--- src/common/header_gpio_pkg.sv ---
// Package for the header GPIO direction port: register offsets, reset values, bus carriers.
// Assumes a 32-bit APB with word-aligned byte addresses.
package header_gpio_pkg;
	// Register byte offsets
	localparam logic [11:0] off_header_data_first_set = 12'h000; // First set data
	localparam logic [11:0] off_header_direction_first_set = 12'h004; // First set direction
	localparam logic [11:0] off_header_data_second_set = 12'h008; // Second set data
	localparam logic [11:0] off_header_direction_second_set = 12'h00c; // Second set direction
	localparam logic [11:0] off_module_header_data = 12'h010; // Module header data
	localparam logic [11:0] off_module_header_direction = 12'h014; // Module header direction
	// Reset values
	localparam logic [31:0] rst_data = 32'h00000000; // Output latches clear
	localparam logic [31:0] rst_direction = 32'hffffffff; // All pins input
	// APB request carrier
	typedef struct packed {
		logic psel;
		logic penable;
		logic pwrite;
		logic [11:0] paddr;
		logic [31:0] pwdata;
	} apb_req_s;
	// Pin group carrier
	typedef struct packed {
		logic [31:0] out;
		logic [31:0] oe;
	} pin_drive_s;
endpackage

--- src/core/header_gpio_direction_port.sv ---
// Header GPIO direction port: three groups of 32 pins, each with data and direction registers.
// Assumes an APB master on clk and pin inputs asynchronous to clk.
//
// The register addresses and the APB interface to the registers were chosen for this implementation.
`timescale 1ns/1ps
module header_gpio_direction_port
	import header_gpio_pkg::*;
(
	input wire logic clk,
	input wire logic rst,
	input wire apb_req_s apb_req,
	output logic [31:0] prdata,
	output logic pready,
	output logic pslverr,
	input wire logic [31:0] exp_a_in,
	output pin_drive_s exp_a_drv,
	input wire logic [31:0] exp_b_in,
	output pin_drive_s exp_b_drv,
	input wire logic [31:0] mod_in,
	output pin_drive_s mod_drv
);
	localparam int groups = 3; // Expansion set A, set B, module header

	// Pin inputs per group
	logic [31:0] pin_in [groups];
	assign pin_in[0] = exp_a_in;
	assign pin_in[1] = exp_b_in;
	assign pin_in[2] = mod_in;

	// Register state
	logic [31:0] data_reg [groups]; // Output latch per group
	logic [31:0] dir_reg [groups]; // Direction per group
	logic [31:0] sync1 [groups]; // First sync stage
	logic [31:0] sync2 [groups]; // Second sync stage
	logic [31:0] next_data_reg [groups];
	logic [31:0] next_dir_reg [groups];
	logic [31:0] next_prdata;
	logic next_pready;
	logic next_pslverr;

	// Access decode
	logic setup;
	logic hit;
	logic [2:0] sel_group;
	logic sel_dir;
	assign setup = apb_req.psel && !apb_req.penable;

	// Address decode into group and register kind
	// Groups 0 and 1 form the expansion header, group 2 the module header
	// Any other word misses and is answered with an error, never a write
	always_comb begin
		hit = 1'b1;
		sel_group = 3'h0;
		sel_dir = 1'b0;
		unique case (apb_req.paddr)
			off_header_data_first_set: sel_group = 3'h0;
			off_header_direction_first_set: sel_dir = 1'b1;
			off_header_data_second_set: sel_group = 3'h1;
			off_header_direction_second_set: begin
				sel_group = 3'h1;
				sel_dir = 1'b1;
			end
			off_module_header_data: sel_group = 3'h2;
			off_module_header_direction: begin
				sel_group = 3'h2;
				sel_dir = 1'b1;
			end
			default: hit = 1'b0; // Unmapped
		endcase
	end

	// Next register state; write at access phase end, readback per bit
	// Writes land only at the edge where pready is seen in the access phase
	// Read data is built at setup so that it stands in the access cycle
	always_comb begin
		next_pready = setup; // One wait-free access cycle after setup
		next_pslverr = setup && !hit;
		next_prdata = 32'h00000000;
		for (int g = 0; g < groups; g++) begin
			next_data_reg[g] = data_reg[g];
			next_dir_reg[g] = dir_reg[g];
		end
		if (apb_req.psel && apb_req.penable && pready && apb_req.pwrite && hit) begin
			for (int g = 0; g < groups; g++) begin
				if (sel_group == 3'(g)) begin
					if (sel_dir) begin
						next_dir_reg[g] = apb_req.pwdata;
					end else begin
						next_data_reg[g] = apb_req.pwdata;
					end
				end
			end
		end
		if (setup && !apb_req.pwrite && hit) begin
			for (int g = 0; g < groups; g++) begin
				if (sel_group == 3'(g)) begin
					if (sel_dir) begin
						next_prdata = dir_reg[g];
					end else begin
						// Input bits show the pin, output bits the latch
						next_prdata = (dir_reg[g] & sync2[g]) | (~dir_reg[g] & data_reg[g]);
					end
				end
			end
		end
	end

	// Register update
	// Pins pass sync1 and then sync2; only sync2 feeds the read mux
	always_ff @(posedge clk or posedge rst) begin
		if (rst) begin
			for (int g = 0; g < groups; g++) begin
				data_reg[g] <= rst_data;
				dir_reg[g] <= rst_direction;
				sync1[g] <= 32'h00000000;
				sync2[g] <= 32'h00000000;
			end
			prdata <= 32'h00000000;
			pready <= 1'b0;
			pslverr <= 1'b0;
		end else begin
			for (int g = 0; g < groups; g++) begin
				data_reg[g] <= next_data_reg[g];
				dir_reg[g] <= next_dir_reg[g];
				sync1[g] <= pin_in[g];
				sync2[g] <= sync1[g];
			end
			prdata <= next_prdata;
			pready <= next_pready;
			pslverr <= next_pslverr;
		end
	end

	// Pin drivers registered from the latch and direction
	// Built from next values so the pins move at the same edge as the registers
	// Reset leaves every driver off so nothing fights an external device
	pin_drive_s drv [groups];
	always_ff @(posedge clk or posedge rst) begin
		if (rst) begin
			for (int g = 0; g < groups; g++) begin
				drv[g] <= '{out: rst_data, oe: ~rst_direction};
			end
		end else begin
			for (int g = 0; g < groups; g++) begin
				drv[g] <= '{out: next_data_reg[g], oe: ~next_dir_reg[g]};
			end
		end
	end
	assign exp_a_drv = drv[0];
	assign exp_b_drv = drv[1];
	assign mod_drv = drv[2];

	// Checks
	// Reset leaves set A and module pins undriven, set B direction and module data at their reset values
	chk_reset_inputs: assert property (@(posedge clk) $fell(rst) |-> mod_drv.oe == 32'h0 && exp_a_drv.oe == 32'h0)
		else $error("pins driven after reset");
	chk_reset_regs: assert property (@(posedge clk) $fell(rst)
		|-> dir_reg[1] == rst_direction && data_reg[2] == rst_data)
		else $error("registers not at reset values");

	// Direction and drive checks
	chk_dir_oe: assert property (@(posedge clk) disable iff (rst) exp_a_drv.oe == ~dir_reg[0])
		else $error("oe disagrees with direction");
	chk_bit_map: assert property (@(posedge clk) disable iff (rst)
		(exp_b_drv.oe & ~(~dir_reg[1])) == 32'h0)
		else $error("bit mapping broken");
	chk_out_latch: assert property (@(posedge clk) disable iff (rst) mod_drv.out == data_reg[2])
		else $error("pin level not the latch");

	// Write path checks
	chk_write_drive: assert property (@(posedge clk) disable iff (rst)
		apb_req.psel && apb_req.penable && pready && apb_req.pwrite && apb_req.paddr == off_module_header_data
		|=> mod_drv.out == $past(apb_req.pwdata))
		else $error("module data write not driven");
	chk_dir_write: assert property (@(posedge clk) disable iff (rst)
		apb_req.psel && apb_req.penable && pready && apb_req.pwrite && apb_req.paddr == off_header_direction_first_set
		|=> dir_reg[0] == $past(apb_req.pwdata))
		else $error("direction write lost");
	chk_mod_dir: assert property (@(posedge clk) disable iff (rst)
		apb_req.psel && apb_req.penable && pready && apb_req.pwrite && apb_req.paddr == off_module_header_direction
		|=> mod_drv.oe == ~$past(apb_req.pwdata))
		else $error("module direction write lost");
	// A refused write must leave the group 0 and group 2 registers alone
	chk_unmapped_write: assert property (@(posedge clk) disable iff (rst)
		apb_req.psel && apb_req.penable && pready && apb_req.pwrite && !hit
		|=> dir_reg[0] == $past(dir_reg[0]) && data_reg[0] == $past(data_reg[0])
			&& dir_reg[2] == $past(dir_reg[2]) && data_reg[2] == $past(data_reg[2]))
		else $error("unmapped write changed a register");

	// Read path checks
	chk_input_read: assert property (@(posedge clk) disable iff (rst)
		setup && !apb_req.pwrite && apb_req.paddr == off_header_data_second_set
		|=> prdata == ((dir_reg[1] & $past(sync2[1])) | (~dir_reg[1] & $past(data_reg[1]))))
		else $error("read data not pin level");
	// Module header readback: input bits show the synced pin, output bits the latch
	chk_mod_read_in: assert property (@(posedge clk) disable iff (rst)
		setup && !apb_req.pwrite && apb_req.paddr == off_module_header_data
		|=> (prdata & $past(dir_reg[2])) == ($past(sync2[2]) & $past(dir_reg[2])))
		else $error("input bit not pin level");
	chk_mod_read_out: assert property (@(posedge clk) disable iff (rst)
		setup && !apb_req.pwrite && apb_req.paddr == off_module_header_data
		|=> (prdata & ~$past(dir_reg[2])) == ($past(data_reg[2]) & ~$past(dir_reg[2])))
		else $error("output bit not latch level");

	// Bus answer checks
	chk_ready_one: assert property (@(posedge clk) disable iff (rst) setup |=> pready ##1 !pready)
		else $error("pready not one cycle");
	chk_ready_cause: assert property (@(posedge clk) disable iff (rst) pready |-> $past(setup))
		else $error("pready without setup");
	chk_err_answer: assert property (@(posedge clk) disable iff (rst) setup && !hit |=> pready && pslverr)
		else $error("unmapped word not refused");
	chk_err_data: assert property (@(posedge clk) disable iff (rst) pslverr |-> pready && prdata == 32'h00000000)
		else $error("refused read returned data");

	// Scenario covers
	cov_write: cover property (@(posedge clk) apb_req.pwrite && pready);
	cov_read: cover property (@(posedge clk) !apb_req.pwrite && pready && !pslverr);
	cov_err: cover property (@(posedge clk) pslverr);
	cov_mod_dir: cover property (@(posedge clk) apb_req.psel && apb_req.penable && pready && apb_req.pwrite
		&& apb_req.paddr == off_module_header_direction);
	cov_pin_change: cover property (@(posedge clk) disable iff (rst) sync2[0] != $past(sync2[0]));
endmodule // header_gpio_direction_port

--- config.mk ---
export PLATFORM = sky130hd
export DESIGN_NAME = header_gpio_direction_port
export DESIGN_NICKNAME = d
export VERILOG_FILES = /design/src/common/header_gpio_pkg.sv /design/src/core/header_gpio_direction_port.sv
export SDC_FILE = /design/constraint.sdc
export NUM_CORES = 1
export LEC_CHECK = 0
export BUFFER_PORTS_ARGS = -buffer_cell sky130_fd_sc_hd__buf_4
export CELL_PAD_IN_SITES_DETAIL_PLACEMENT = 1
export CELL_PAD_IN_SITES_GLOBAL_PLACEMENT = 2
export CORE_ASPECT_RATIO = 0.8
export CORE_UTILIZATION = 41
export CTS_CLUSTER_DIAMETER = 150
export DETAILED_ROUTE_END_ITERATION = 12
export GPL_ROUTABILITY_DRIVEN = 0
export PLACE_DENSITY_LB_ADDON = 0.1
export SYNTH_ARGS = -nofsm -noshare
export SYNTH_HDL_FRONTEND = slang
export SYNTH_SLANG_ARGS = --single-unit
--- constraint.sdc ---
create_clock -name clk -period 29.7 [get_ports clk]
set_input_delay 1.485 -clock clk [delete_from_list [all_inputs] [get_ports clk]]
set_output_delay 1.485 -clock clk [all_outputs]
set_load 0.01 [all_outputs]
==> reports/summary.txt, run 1 <==
Worst Skew - 0.0213 ns
Power Density - 60.7 nW/um^2
via count - 11400
Critical Path Max Stage Delay - 0.88 ns
number of CTS-inserted buffers - 51
critical setup path kind - input port to register
CP required - 30.19 ns
post-DP HPWL - 32.9 mm
first-pass GRT wire length - 79.4 mm
cell mode on critical path - buf_4
# rows - 69
GR Util All Layers - 23.6%
unrepaired setup endpoints after global routing - no
Switching Share - 20.8%
Synth Instances - 1248
die width - 239 um
Sw Pwr - 0.299 mW
Hold Vio Cnt, Final - 0
startpoint types - input port
library cells used by synthesis - 42
H-tree levels - 2
final hold slack - 0.342 ns
share of layout cells above drive strength 1 - 46.6%
Post-CTS Repair Setup Buffers - 0
post-DR wirelength/cell - 23.3 um
outcome - completed
starting density of the core - 41.6%
Sequential Power Share - 50.1%
number of synthesized register bits - 514
crit path DAT - 4.72 ns
syn nets - 1393
initial antenna violation count - 5
fin crit share - 14.2%
io pins - 371
type of the worst min-delay path - register to register
Area growth, synth to finish - 28.2%
Async S/R FF share, synth - 100%
largest net degree at the start of global routing - 171
Slowest-stage cell, CP - buf_4
clk sinks - 514
buffers from clock root to sink, at most - 3
syn avg cell area - 14.8 um^2
CTS tree - yes
worst path bufs/invs - 3
PostCTS Resize Cnt - 0
nets - 1772
yosys warns - 0
vias in the first global route - 12400
IO buf count - 370
ANT nets after route - 0
Netlist Area Pre-Place - 18400 um^2
core area - 44400 um^2
grt total ovfl - 0
crit path time final - 4.22 ns
sequential-to-total area share from yosys stat - 70.4%
Final setup viols - 0
CP max FO - 64
DRT Pass-1 Iters - 6
CP Cell Sequence - buf_4 > or4_4 > or4_2 > buf_4 > nor3_2 > buf_4 > mux2_2
Setup TNS - 0 ns
most common cell after layout, fill and taps aside - dfrtp_1
f_max - 0.237 GHz
DRC errors left - 0
Reg clk slew, reported paths - 0.06 ns
most frequent cells in the layout - 418 x dfrtp_1, 386 x buf_4, 161 x mux2_2
Rel. slew slack - 21.9%
delay-heaviest family, CP - simple AND/OR/NAND/NOR gates
FF+latch area - 13000 um^2
worst IR drop on VDD - 0.0000407 V
die area - 45800 um^2
Post-synth top flop - dfrtp_1
Max Slew Vio Count - 0
MaxCap Viol Count - 0
drt via density - 5.03
clock share of power - 46.9%
Clk Latency, worst-skew pair - 0.58 ns
Worst-Margin Slew - 1.17 ns
Internal - 1.14 mW
Filler cells - 4394
CP Capture Type - register
final wirelength - 53.0 mm
DRT iter0 DRCs - 694
clk root buf - clkbuf_16
Comb pwr share - 3.0%
area of the multi-input gates - 5050 um^2
Post-synth EDFFs - 0
P_leak - 10.5 nW
hold_buf cts - 0
die height - 192 um
[cell families after synthesis]
group / synth area share (%)
DFF: 70.4
xor gates and xnor gates: 0.0475
buffers and inverters: 2.48
muxes: 15.8
AOI/OAI and AO/OA: 6.94
and+or+nand+nor: 4.37
[power by group through the flow]
stage / sequential [mW] / combinational [mW] / clock, mW
3_3_place_gp: 0.730 / 0.0437 / 0
4_1_cts: 0.718 / 0.0441 / 0.692
5_1_grt: 0.719 / 0.0478 / 0.718
2_1_floorplan: 0.730 / 0.0148 / 0
3_5_place_dp: 0.731 / 0.0440 / 0
6_report: 0.718 / 0.0426 / 0.673
[cells in the mapped netlist (10+ instances only)]
library cell	instances	area share, %
nand2_1	67	1.4
mux2_4	29	2.4
o211a_1	10	0.54
o21ai_0	68	1.8
inv_1	28	0.57
dfstp_2	96	14
a21oi_1	61	1.7
mux2i_1	65	3.5
buf_4	11	0.45
o2111a_1	18	1.1
nor2_1	63	1.3
dfrtp_1	418	57
clkbuf_1	28	0.57
o211ai_1	31	1.3
mux2_2	161	9.8
a31oi_1	10	0.34
nand3_1	22	0.60
[cell type report]
class | count | share of cell area [%]
Multi-Input combinational cell | 638 | 21.4
Timing Repair Buffer | 388 | 12.4
Clock buffer | 84 | 6.87
Sequential cell | 514 | 54.9
Clock inverter | 11 | 0.656
Tap cell | 603 | 3.19
Antenna cell | 1 | 0.0106
Inverter | 34 | 0.572
[per-stage QoR]
| step | total power, mW | instance area, um^2 | utilization (%) | setup WS, ns | std cells |
|---|---|---|---|---|---|
| after detailed placement | 0.775 | 21900 | 49.3 | 24.93 | 2177 |
| after global routing | 1.48 | 23600 | 53.3 | 25.36 | 2273 |
| final | 1.43 | 23600 | 53.3 | 25.48 | 2273 |
| after floorplan | 0.744 | 18400 | - | 14.02 | 1248 |
| after CTS | 1.45 | 23600 | 53.3 | 25.54 | 2272 |
| after global placement | 0.774 | 21900 | 49.3 | 24.93 | 2177 |
[path summary, 6_finish.rpt]
kind,from,end,slack [ns],cells after the start
setup / recovery,apb_req[40],dir_reg[69],25.48,7
hold / removal,sync1[86],sync2[86],0.34,0
setup reg to reg,pready,exp_b_drv[53],26.99,5
hold reg to reg,sync1[86],sync2[86],0.34,0
max in group asynchronous,rst,exp_b_drv[8],27.19,3
min in group asynchronous,rst,sync1[89],1.06,2
[layer usage]
| layer | up-vias | GRT usage, % | routed length [um] |
|---|---|---|---|
| li1 | 5103 | - | - |
| met1 | 5931 | 31.7 | 23200 |
| met2 | 297 | 38.1 | 25300 |
| met3 | 88 | 5.20 | 3020 |
| met4 | 4 | 7.67 | 1430 |
| met5 | - | 0 | 27 |
(Power assumes the default switching activity.)
==> run 2, diff against run 1 <==
--- a/config.mk
+++ b/config.mk
@@ -9,7 +9,7 @@
 export CELL_PAD_IN_SITES_DETAIL_PLACEMENT = 1
 export CELL_PAD_IN_SITES_GLOBAL_PLACEMENT = 2
 export CORE_ASPECT_RATIO = 0.8
-export CORE_UTILIZATION = 41
+export CORE_UTILIZATION = 34
 export CTS_CLUSTER_DIAMETER = 150
 export DETAILED_ROUTE_END_ITERATION = 12
 export GPL_ROUTABILITY_DRIVEN = 0
==> constraint.sdc (replaced) <==
create_clock -name clk -period 3.6 [get_ports clk]
set_input_delay 0.18 -clock clk [delete_from_list [all_inputs] [get_ports clk]]
set_output_delay 0.18 -clock clk [all_outputs]
set_load 0.01 [all_outputs]
==> reports/summary.txt, run 2 (synthesis results as in run 1) <==
CP required - 4.10 ns (-26.09 ns)
Max Slew Vio Count - 0 (unchanged)
Layout Utilization - 48.0% (-5.3 points)
DRC errors left - 0 (unchanged)
die area - 55200 um^2 (+20%)
vias in the first global route - 13400 (+7.9%)
GR Util All Layers - 21.3% (-2.3 points)
Power Density - 476 nW/um^2 (+680%)
Reg clk slew, reported paths - 0.06 ns (about the same)
f_max - 0.377 GHz
grt total ovfl - 0 (unchanged)
initial antenna violation count - 0 (-5)
clk root buf - clkbuf_16
CP startpoint - apb_req[35]
final wirelength - 57.9 mm (+9.2%)
worst IR drop on VDD - 0.000345 V (+750%)
number of CTS-inserted buffers - 53 (+3.9%)
Area growth, synth to finish - 37.9%
buffers from clock root to sink, at most - 3 (unchanged)
share of layout cells above drive strength 1 - 43.8% (-2.8 points)
CTS tree - yes
critical setup path kind - input port to register
crit path DAT - 3.15 ns (-1.57 ns)
MaxCap Viol Count - 0 (unchanged)
Rel. slew slack - 43.9% (+22 points)
DRT iter0 DRCs - 562 (-19%)
most common cell after layout, fill and taps aside - dfrtp_1
die height - 210 um (+9.7%)
largest net degree at the start of global routing - 73 (-57%)
H-tree levels - 2 (unchanged)
post-DR wirelength/cell - 22.9 um (-1.8%)
flop2flop setup slack - 1.09 ns (-25.90 ns)
CP Capture Type - register
Worst Skew - 0.0185 ns (-0.00281 ns)
clk sinks - 514 (unchanged)
drt via density - 4.79 (-4.7%)
Worst-Margin Slew - 0.840 ns (-0.331 ns)
PostCTS Resize Cnt - 0 (unchanged)
unrepaired setup endpoints after global routing - no
final hold slack - 0.0810 ns (-0.261 ns)
ANT nets after route - 0 (unchanged)
# rows - 75 (+8.7%)
starting density of the core - 34.8% (-6.8 points)
crit path time final - 2.65 ns
launch point of the worst reg-to-reg path - pready
Hold Vio Cnt, Final - 0 (unchanged)
CP max FO - 28 (-56%)
io pins - 371 (unchanged)
most frequent cells in the layout - 418 x dfrtp_1, 404 x buf_4, 161 x mux2_2
nets - 1934 (+9.1%)
first-pass GRT wire length - 87.2 mm (+9.9%)
fin crit share - 73.6%
post-DP HPWL - 37.3 mm (+13%)
hold_buf cts - 133 (+133)
Clk Latency, worst-skew pair - 0.59 ns (about the same)
type of the worst min-delay path - input port to register
hold path startpoint - apb_req[41]
Final setup viols - 0 (unchanged)
outcome - completed
via count - 12100 (+6.1%)
die width - 262 um (+9.7%)
startpoint types - input port
P_leak - 11.2 nW (+6.9%)
core area - 53000 um^2 (+19%)
DRT Pass-1 Iters - 4 (-2)
IO buf count - 370 (unchanged)
Post-CTS Repair Setup Buffers - 0 (unchanged)
-- run 2: changes by cell type in the layout (fill, tap and decap cells not counted) --
cell           delta
clkbuf_1          +6
clkbuf_8          -3
buf_4            +18
inv_8             -1
clkinv_2          -3
diode_2           +1
dlygate4sd3_1   +133
inv_6             +1
clkinv_4          +1
clkinvlp_4        +2
buf_12            +9
clkbuf_16         +2
-- run 2: metal layers --
metal	vias to the layer above	routed length, um	GRT usage (%)
li1	5432	-	-
met1	6347	25800	28.7
met2	267	28300	35.5
met3	72	2640	3.76
met4	0	1170	5.66
met5	-	0	0
-- run 2: worst paths after layout --
| path | endpoint | cells past startpoint |
|---|---|---|
| min in group asynchronous | sync1[88] | 3 |
| max in group asynchronous | dir_reg[19] | 5 |
| worst max-delay path | dir_reg[18] | 7 |
| worst max register to register | mod_drv[35] | 5 |
| worst min register to register | sync2[6] | 0 |
| worst min-delay path | pslverr | 3 |
-- run 2: worst max-delay path, stage by stage --
cell and delay [ns]:
dlygate4sd3_1 0.56, buf_4 0.17, a21bo_2 0.23, or4_2 0.83, nor3_2 0.51, buf_12 0.29
mux2_2 0.36
-- run 2: where the power goes --
part | switching (mW) | total [mW] | internal, mW
clock | 2.28 | 5.69 | 3.40
combinational | 0.267 | 0.504 | 0.237
sequential | 0.0301 | 5.92 | 5.89
-- run 2: per-stage QoR --
step	std cells	worst slack [ns]	TNS (ns)	power (mW)	area, um^2
2_1_floorplan	1248	-3.48	-1604.64	6.14	18400
3_3_place_gp	2294	0.475	0	6.42	22300
6_report	2529	0.950	0	12.1	25400
4_1_cts	2527	0.936	0	12.3	25400
5_1_grt	2527	0.881	0	12.6	25400
3_5_place_dp	2294	0.437	0	6.42	22300
-- run 2: layout make-up --
class | count | area [um^2]
Clock inverter | 11 | 165
Fill cell | 5317 | 27600
Tap cell | 693 | 867
Timing Repair Buffer | 548 | 4580
Antenna cell | 2 | 5.00
Sequential cell | 514 | 13000
Clock buffer | 89 | 1650
Multi-Input combinational cell | 638 | 5050
Inverter | 34 | 131
